File: config.mk
export PLATFORM = sky130hd
export DESIGN_NAME = step11_regs
export DESIGN_NICKNAME = d
export VERILOG_FILES = /design/src/step11_pkg.sv /design/src/step11_regs.sv /design/src/step11_route.sv
export SDC_FILE = /design/constraint.sdc
export NUM_CORES = 1
export LEC_CHECK = 0
export ABC_CLOCK_PERIOD_IN_PS = 1440
export BUFFER_PORTS_ARGS = -buffer_cell sky130_fd_sc_hd__buf_2
export CAP_MARGIN = 20
export CORE_ASPECT_RATIO = 1.2
export CORE_MARGIN = 5
export CORE_UTILIZATION = 34
export DETAILED_ROUTE_END_ITERATION = 7
export GPL_ROUTABILITY_DRIVEN = 0
export PLACE_DENSITY = 0.74
export SLEW_MARGIN = 10
export SYNTH_ARGS = -nofsm -noshare
export SYNTH_HDL_FRONTEND = slang
export SYNTH_HIERARCHICAL = 1
export SYNTH_SLANG_ARGS = --single-unit
File: constraint.sdc
create_clock -name clk_i -period 1.44 [get_ports clk_i]
set_clock_uncertainty 0.2 [all_clocks]
set_input_delay 0.072 -clock clk_i [delete_from_list [all_inputs] [get_ports clk_i]]
set_output_delay 0.072 -clock clk_i [all_outputs]
set_load 0.01 [all_outputs]
File: src/step11_pkg.sv
// Constants for the sequencer step eleven setup register
// What this block does
// RQ1 - Enable bit 15, read/write, resets zero
// RQ2 - Gain field 14:13, codes give 1,2,4,4
// RQ3 - Negative select bit 4, ground or input seven
// RQ4 - Positive select 3:0, resets to 1011
// RQ5 - Codes 1000-1111 pick internal sources
// RQ6 - Internal source ignores negative select bit
// RQ7 - Bits 12:5 read zero, ignore writes
package step11_pkg;
  localparam logic [7:0] SETUP_INDEX = 8'h9B;
  localparam logic [9:0] SETUP_ADDR = {SETUP_INDEX, 2'b00};
  localparam int ENABLE_BIT = 15;
  localparam int GAIN_HI = 14;
  localparam int GAIN_LO = 13;
  localparam int NEG_BIT = 4;
  localparam int POS_HI = 3;
  localparam logic [15:0] SETUP_RESET = 16'h000B;
  localparam logic [15:0] SETUP_WMASK = 16'hE01F;
  localparam logic [3:0] POS_FIRST_INTERNAL = 4'h8;
  localparam logic [3:0] POS_TEMP = 4'h8;
  localparam logic [3:0] POS_SHORT = 4'h9;
  localparam logic [3:0] POS_TEST = 4'hA;
  localparam logic [3:0] POS_IO_SUPPLY = 4'hC;
  localparam logic [3:0] POS_CORE_SUPPLY = 4'hD;
  localparam logic [3:0] POS_ANALOG_PWR = 4'hE;
  localparam logic [3:0] POS_DIGITAL_PWR = 4'hF;
  localparam logic [2:0] GAIN_X1 = 3'h1;
  localparam logic [2:0] GAIN_X2 = 3'h2;
  localparam logic [2:0] GAIN_X4 = 3'h4;
endpackage

File: src/step11_regs.sv
// Wishbone slave holding the sequencer step eleven setup register
`timescale 1ns/100ps
module step11_regs
  import step11_pkg::*;
(
  input wire logic clk_i, // Clock, 200 MHz
  input wire logic rst_i, // Synchronous reset, high
  input wire logic cyc_i, // Bus cycle
  input wire logic stb_i, // Strobe
  input wire logic we_i, // Write enable
  input wire logic [9:0] adr_i, // Byte address
  input wire logic [3:0] sel_i, // Byte selects
  input wire logic [31:0] dat_i, // Write data
  output logic [31:0] dat_o, // Read data
  output logic ack_o, // Acknowledge
  output logic step_enable_o, // Step included in sequence
  output logic [2:0] gain_o, // Gain factor 1, 2 or 4
  output logic [3:0] pos_input_o, // Positive input code
  output logic internal_o, // Internal source selected
  output logic neg_ext7_o // Negative input is input seven
);
  logic [15:0] setup_q;
  logic [15:0] setup_d;
  logic [31:0] dat_q;
  logic ack_q;
  logic [2:0] gain_w;
  logic internal_w;
  logic neg_w;
  logic [2:0] gain_q;
  logic internal_q;
  logic neg_q;
  logic [15:0] lane_w;

  // One decode of the register address, shared by bus logic and checks
  function automatic logic addr_hit(input logic [9:0] adr);
    return adr == SETUP_ADDR;
  endfunction

  wire req_w = cyc_i & stb_i & ~ack_q;
  wire hit_w = addr_hit(adr_i);
  wire wr_w = req_w & we_i & hit_w;
  wire rd_w = req_w & ~we_i & hit_w;
  wire [31:0] rd_word_w = {16'h0000, setup_q & SETUP_WMASK}; // see RQ7

  // Byte lanes 3:2 carry nothing of this register
  for (genvar b = 0; b < 2; b++) begin : g_lane
    assign lane_w[b*8 +: 8] = {8{sel_i[b]}};
  end
  wire [15:0] lane_mask_w = lane_w & SETUP_WMASK; // see RQ7

  assign setup_d = wr_w ? ((setup_q & ~lane_mask_w) | (dat_i[15:0] & lane_mask_w))
                        : setup_q; // see RQ1

  step11_route u_route (
    .gain_code_i(setup_q[GAIN_HI:GAIN_LO]),
    .pos_code_i(setup_q[POS_HI:0]),
    .neg_sel_i(setup_q[NEG_BIT]),
    .gain_o(gain_w),
    .internal_o(internal_w),
    .neg_ext7_o(neg_w)
  );

  always_ff @(posedge clk_i) begin
    if (rst_i) begin
      setup_q <= SETUP_RESET; // see RQ4
    end else begin
      setup_q <= setup_d;
    end
  end

  // Registered answer: ack and data stand for one cycle
  always_ff @(posedge clk_i) begin
    if (rst_i) begin
      ack_q <= 1'b0;
      dat_q <= 32'h0000_0000;
    end else begin
      ack_q <= req_w;
      dat_q <= rd_w ? rd_word_w : 32'h0000_0000;
    end
  end

  // Decoded routing, one cycle behind the register
  always_ff @(posedge clk_i) begin
    if (rst_i) begin
      gain_q <= GAIN_X1;
      internal_q <= 1'b0;
      neg_q <= 1'b0;
    end else begin
      gain_q <= gain_w;
      internal_q <= internal_w;
      neg_q <= neg_w; // see RQ3
    end
  end

  assign dat_o = dat_q;
  assign ack_o = ack_q;
  assign step_enable_o = setup_q[ENABLE_BIT];
  assign pos_input_o = setup_q[POS_HI:0];
  assign gain_o = gain_q;
  assign internal_o = internal_q;
  assign neg_ext7_o = neg_q;

  AST_RESERVED_ZERO: assert property (@(posedge clk_i) disable iff (rst_i) // see RQ7
    ack_o |-> dat_o[31:16] == 16'h0000 && dat_o[12:5] == 8'h00)
    else $error("reserved bits not zero");
  AST_WRITE_TAKES: assert property (@(posedge clk_i) disable iff (rst_i) // see RQ1
    wr_w && sel_i[1] |=> step_enable_o == $past(dat_i[15]))
    else $error("enable bit not written");
  AST_GAIN_MAP: assert property (@(posedge clk_i) disable iff (rst_i) // see RQ2
    ##1 gain_o == ($past(setup_q[14:13]) == 2'h0 ? 3'h1 :
                   $past(setup_q[14:13]) == 2'h1 ? 3'h2 : 3'h4))
    else $error("gain decode wrong");
  AST_NEG_IGNORED: assert property (@(posedge clk_i) disable iff (rst_i) // see RQ6
    setup_q[3] |=> !neg_ext7_o)
    else $error("negative select not ignored");
  AST_NEG_ROUTE: assert property (@(posedge clk_i) disable iff (rst_i) // see RQ3
    !setup_q[3] |=> neg_ext7_o == $past(setup_q[4]))
    else $error("negative select wrong");
  AST_INTERNAL: assert property (@(posedge clk_i) disable iff (rst_i) // see RQ5
    1'b1 |=> internal_o == $past(setup_q[3]))
    else $error("internal flag wrong");
  AST_POS_WRITE: assert property (@(posedge clk_i) disable iff (rst_i) // see RQ4
    wr_w && sel_i[0] |=> pos_input_o == $past(dat_i[3:0]))
    else $error("positive select not written");
  AST_ACK_ONE: assert property (@(posedge clk_i) disable iff (rst_i)
    ack_o |=> !ack_o)
    else $error("ack longer than one cycle");

  // Bus handshake
  AST_ACK_FOLLOWS: assert property (@(posedge clk_i) disable iff (rst_i)
    cyc_i && stb_i && !ack_o
    |=> ack_o)
    else $error("request not acknowledged");
  AST_ACK_NEEDS_REQ: assert property (@(posedge clk_i) disable iff (rst_i)
    !(cyc_i && stb_i)
    |=> !ack_o)
    else $error("ack without request");
  AST_WR_ONCE: assert property (@(posedge clk_i) disable iff (rst_i)
    wr_w
    |=> !wr_w)
    else $error("write taken twice");
  AST_DAT_IDLE: assert property (@(posedge clk_i) disable iff (rst_i)
    !ack_o
    |-> dat_o == 32'h0000_0000)
    else $error("read data outside ack");

  // Read and write paths
  AST_READ_DATA: assert property (@(posedge clk_i) disable iff (rst_i) // see RQ7
    rd_w
    |=> dat_o == {16'h0000, $past(setup_q) & 16'hE01F})
    else $error("read data wrong");
  AST_UNMAPPED_READ: assert property (@(posedge clk_i) disable iff (rst_i) // see RQ7
    req_w && !we_i && !hit_w
    |=> dat_o == 32'h0000_0000)
    else $error("unmapped read not zero");
  AST_UNMAPPED_WRITE: assert property (@(posedge clk_i) disable iff (rst_i) // see RQ7
    req_w && we_i && !addr_hit(adr_i)
    |=> $stable(setup_q))
    else $error("unmapped write changed register");
  AST_IDLE_STABLE: assert property (@(posedge clk_i) disable iff (rst_i) // see RQ1
    !wr_w
    |=> $stable(setup_q))
    else $error("register changed without write");
  AST_GAIN_WRITE: assert property (@(posedge clk_i) disable iff (rst_i) // see RQ2
    wr_w && sel_i[1]
    |=> setup_q[14:13] == $past(dat_i[14:13]))
    else $error("gain field not written");
  AST_HIGH_KEEP: assert property (@(posedge clk_i) disable iff (rst_i) // see RQ1
    wr_w && !sel_i[1]
    |=> $stable(setup_q[15:8]))
    else $error("unselected high byte changed");
  AST_NEG_WRITE: assert property (@(posedge clk_i) disable iff (rst_i) // see RQ3
    wr_w && sel_i[0]
    |=> setup_q[4] == $past(dat_i[4]))
    else $error("negative select not written");
  AST_LOW_KEEP: assert property (@(posedge clk_i) disable iff (rst_i) // see RQ4
    wr_w && !sel_i[0]
    |=> $stable(setup_q[7:0]))
    else $error("unselected low byte changed");
  AST_RESV_STORED: assert property (@(posedge clk_i) disable iff (rst_i) // see RQ7
    setup_q[12:5] == 8'h00)
    else $error("reserved bits stored");

  // Decoded outputs
  AST_GAIN_ONEHOT: assert property (@(posedge clk_i) disable iff (rst_i) // see RQ2
    $onehot(gain_o))
    else $error("gain factor not one-hot");
  AST_GAIN_X4: assert property (@(posedge clk_i) disable iff (rst_i) // see RQ2
    setup_q[GAIN_HI]
    |=> gain_o == GAIN_X4)
    else $error("upper gain codes not four");
  AST_INT_NEG: assert property (@(posedge clk_i) disable iff (rst_i) // see RQ6
    internal_o
    |-> !neg_ext7_o)
    else $error("negative routed with internal source");
  AST_NEG_EXT7: assert property (@(posedge clk_i) disable iff (rst_i) // see RQ3
    neg_ext7_o
    |-> $past(setup_q[NEG_BIT]) && !$past(setup_q[POS_HI]))
    else $error("input seven routed wrongly");
  AST_POS_INT: assert property (@(posedge clk_i) disable iff (rst_i) // see RQ5
    pos_input_o >= POS_FIRST_INTERNAL
    |=> internal_o)
    else $error("internal code not flagged");

  // Values right after reset
  AST_ENABLE_RESET: assert property (@(posedge clk_i) disable iff (rst_i) // see RQ1
    $fell(rst_i)
    |-> !step_enable_o)
    else $error("enable not zero after reset");
  AST_POS_RESET: assert property (@(posedge clk_i) disable iff (rst_i) // see RQ4
    $fell(rst_i)
    |-> pos_input_o == 4'hB)
    else $error("positive select reset wrong");
  AST_GAIN_RESET: assert property (@(posedge clk_i) disable iff (rst_i) // see RQ2 RQ3
    $fell(rst_i)
    |-> gain_o == GAIN_X1 && !neg_ext7_o)
    else $error("gain or negative reset wrong");
  AST_INTERNAL_RESET: assert property (@(posedge clk_i) disable iff (rst_i) // see RQ5
    $fell(rst_i)
    |-> !internal_o ##1 internal_o)
    else $error("internal flag reset wrong");

  COV_WRITE: cover property (@(posedge clk_i) wr_w);
  COV_READ: cover property (@(posedge clk_i) ack_o && !we_i && hit_w);
  COV_INTERNAL_NEG: cover property (@(posedge clk_i) internal_o && setup_q[4]);
  COV_SHORT_ON: cover property (@(posedge clk_i) pos_input_o == POS_SHORT && step_enable_o);
  COV_GAIN4_INT: cover property (@(posedge clk_i) gain_o == GAIN_X4 && internal_o);
endmodule

File: src/step11_route.sv
// Decode of the step eleven fields into converter routing
`timescale 1ns/100ps
module step11_route
  import step11_pkg::*;
(
  input wire logic [1:0] gain_code_i, // Gain field
  input wire logic [3:0] pos_code_i, // Positive select field
  input wire logic neg_sel_i, // Negative select bit
  output logic [2:0] gain_o, // Gain factor
  output logic internal_o, // Positive picks internal source
  output logic neg_ext7_o // Negative routed to input seven
);
  assign gain_o = (gain_code_i == 2'h0) ? GAIN_X1 :
                  (gain_code_i == 2'h1) ? GAIN_X2 : GAIN_X4; // see RQ2
  assign internal_o = (pos_code_i >= POS_FIRST_INTERNAL); // see RQ5
  assign neg_ext7_o = neg_sel_i & ~internal_o; // see RQ6
endmodule

==> out/qor.log <==
INFO  sta            holdWs=-110.9ps
INFO  synthesis      most_frequent_cell_after_synthesis=sky130_fd_sc_hd__buf_4
INFO  setup_path     critical_path_required=1470ps
INFO  sta            tns=0ps
INFO  detailed_routing avgViaCountPerCell=4.015
INFO  finish         layout-drive-gt1-share=0.3671
INFO  pwr            power_report.internal_total=959.8uW
INFO  setup_path     timing.reg2reg.setup_slack=70ps
INFO  place          place_hpwl=1.582mm
INFO  synthesis      synth_cells=106
INFO  synthesis      synth_edf_count=0
INFO  setup_path     crit_path_max_fo=5
INFO  synthesis      yosys_warnings=6
INFO  pwr            leakage=0.6852nW
INFO  pwr            clock_power_share=0.378
INFO  detailed_routing routed_length_per_instance=10.70um
INFO  finish         sequential_area=441.7um^2
INFO  synthesis      synthFlopType=sky130_fd_sc_hd__dfxtp_1
INFO  grt            first_global_vias=719
INFO  sta            fmax=0.7280GHz
INFO  floorplanning  floorplan.die.width=61.83um
INFO  setup_path     worst-r2r-cell-count=4
INFO  floorplanning  fp.coreArea=0.003083mm^2
INFO  pwr            share_comb_of_total_power=0.115
INFO  setup_path     worstPathArrival=1410ps
INFO  finish         fin_util=0.4602
INFO  clock_tree     cts.sink_count=22
INFO  setup_path     critPathCaptureType=flip-flop
INFO  clock_tree     clock_tree.htree_level_count=1
INFO  synthesis      synth.top_cells.by_area=sky130_fd_sc_hd__dfxtp_1, sky130_fd_sc_hd__buf_4, sky130_fd_sc_hd__mux2i_1
INFO  detailed_routing detail_route.wirelength=2.075mm
INFO  setup_path     timing_worst_setup_path_type=flip-flop to flip-flop
INFO  clock_tree     post_cts_hold_buffers=11
INFO  grt            grt_first_pass_wirelength=3.091mm
INFO  floorplanning  dieHeight=72.20um
INFO  finish         area_growth=29.45%
INFO  sta            timing_max_transition_violations_final=0
INFO  floorplanning  floorplan.die_area=0.004464mm^2
INFO  grt            number_of_antenna_violations_at_the_first_check_in_global_routing=0
INFO  status         violations=hold timing
INFO  sta            finalSetupViolCount=0
INFO  synthesis      ys_top_cells_by_count=sky130_fd_sc_hd__buf_4, sky130_fd_sc_hd__dfxtp_1, sky130_fd_sc_hd__nand2b_1
INFO  synthesis      synth_cell_types=18
INFO  detailed_routing route.vias.total=779
INFO  finish         final_nets=210
INFO  finish         antenna_cells_inserted=0
INFO  pwr            p_seq_frac=0.507
INFO  pwr            vdd.ir_drop.worst=0.6210mV
INFO  pwr            finalPower=1.208mW
INFO  pwr            cellPowerDensity=851.1mW/mm^2
INFO  floorplanning  initial_core_util=0.3555
INFO  clock_tree     clk_transition_reported_paths=110ps
INFO  synthesis      netlist.area_leader.share=0.4018
INFO  setup_path     timing.critical_path.slowest_stage_cell=sky130_fd_sc_hd__dfxtp_2
INFO  finish         multiInputGateArea=521.8um^2
INFO  pwr            netSwitchingPower=247.8uW
INFO  sta            post-route-min-period=1374ps
INFO  min_path       min_delay_path_depth=3
INFO  pwr            swShare=0.2052
INFO  detailed_routing drt_pass1_iterations=3
INFO  setup_path     cpPeakStageDelay=350ps
INFO  detailed_routing drt_iter0_markers=15
INFO  synthesis      ys_seq_elements=22
INFO  min_path       tightest_hold_check_type=primary input to flip-flop
INFO  clock_tree     clk-insertion-delay-late=300ps
INFO  status         run_status=finished, violations left
INFO  synthesis      netlist_area=0.001096mm^2
INFO  sta            fin_crit_sh=0.9540
INFO  job            max_cap_violations=0
INFO  detailed_routing drc_errors=0
INFO  synthesis      syn_area_per_cell=10.34um^2
INFO  sta            hold_violations=1
INFO  synthesis      synth_top_area_cell=sky130_fd_sc_hd__dfxtp_1
INFO  clock_tree     clock_tree_from_tritoncts=built
INFO  setup_path     series_of_cell_instances_along_the_critical_path=nand4b_4, nor4_4, buf_6, mux2i_1
INFO  detailed_routing antenna_left=0
INFO  grt            grt_util_all_layers=0.08963
INFO  sta            setup_repair_after_global_routing_missed_its_margin=yes
INFO  clock_tree     ctsRootBufferMaster=sky130_fd_sc_hd__clkbuf_4
INFO  clock_tree     clockBufferDepth=2
INFO  setup_path     cp-start-kind=flip-flop
INFO  finish         fillCellCount=311
INFO  grt            grt-ovfl-total=0
INFO  floorplanning  floorplan.io_pins=94
INFO  floorplanning  row_count=22
INFO  clock_tree     cts-buffers-inserted=3
INFO  grt            grt_start_max_net_pins=19
INFO  place          portBuffers=43
INFO  synthesis      ys_async_sr_fraction=0
INFO  synthesis      seq_area_frac_synth=0.4018
kinds of logic after synthesis:
kind of cell,count (synthesis),synth area share
other cells,1,0.003421
buf+inv,33,0.2089
simple gates,42,0.3128
flops,22,0.4018
mux,8,0.07306
cell type report:
cell class	instances	share of cell area
tap	36	0.03175
clock buffer	3	0.01587
sequential	22	0.3113
multi-input combinational	74	0.3677
timing repair buffer	57	0.2496
inverter	1	0.002646
clock inverter	1	0.02116
routing by layer:
| metal | part of all wire | vias to the layer above | global-route usage |
|---|---|---|---|
| met3 | 0.10 | 2 | 0.01068 |
| met5 | 0 | - | 0 |
| met1 | 0.38 | 349 | 0.1138 |
| met2 | 0.52 | 40 | 0.1502 |
| li1 | - | 388 | - |
| met4 | 0.0039 | 0 | 0.03538 |
stage by stage:
stage	hold WS, ps	std cells	area (um^2)	worst slack [ps]
global route	-90.16	194	1419	-39.60
detailed placement	138.4	179	1240	-39.75
finish	-110.9	194	1419	66.30
CTS	-114.4	194	1403	26.11
global placement	131.3	179	1240	-34.88
floorplan	26.70	129	1182	10.23
power groups by stage:
stage | Sequential, mW | Combinational (mW) | Clock (mW)
floorplan | 0.627 | 0.111 | 0
global placement | 0.626 | 0.109 | 0
detailed placement | 0.626 | 0.110 | 0
CTS | 0.612 | 0.133 | 0.470
global route | 0.613 | 0.153 | 0.494
finish | 0.613 | 0.139 | 0.456
worst max-delay path: cells and delay by family, from the launching register on:
family                 cells  cell delay [ps]
buffers and inverters      1              160
DFF                        1              350
muxes                      1              170
and+or+nand+nor            2              430
final timing paths:
kind,startpoint,endpoint
setup / recovery,ack_o$_SDFF_PP0_,flip-flop
hold / removal,rst_i,ack_o$_SDFF_PP0_
setup reg to reg,ack_o$_SDFF_PP0_,flip-flop
hold reg to reg,flip-flop,dat_o[4]$_SDFF_PP0_
what timing repair did:
action | 4_1_cts | 5_1_grt
setup buffers | 0 | 0
resized for setup | 0 | 4
pin swaps | 1 | 3
hold endpoints to repair | 13 | 1
endpoints found under the setup margin | 3 | 15
cells in the final DEF, fill, tap and decap left out, drive strengths merged:
cell type / Yosys / layout
nand4b: 1 / 1
nor4: 3 / 3
nor2: 7 / 7
clkbuf: 4 / 3
or3b: 1 / 1
nand4bb: 3 / 3
nand2b: 10 / 10
bufinv: 0 / 1
nor2b: 6 / 6
inv: 1 / 1
nand3b: 2 / 2
dfxtp: 22 / 22
buf: 28 / 46
mux2i: 8 / 8
and2: 8 / 8
or2: 1 / 1
conb: 1 / 24
dlymetal6s4s: 0 / 1
dlygate4sd3: 0 / 10
Power figures use the tool's default switching activity.
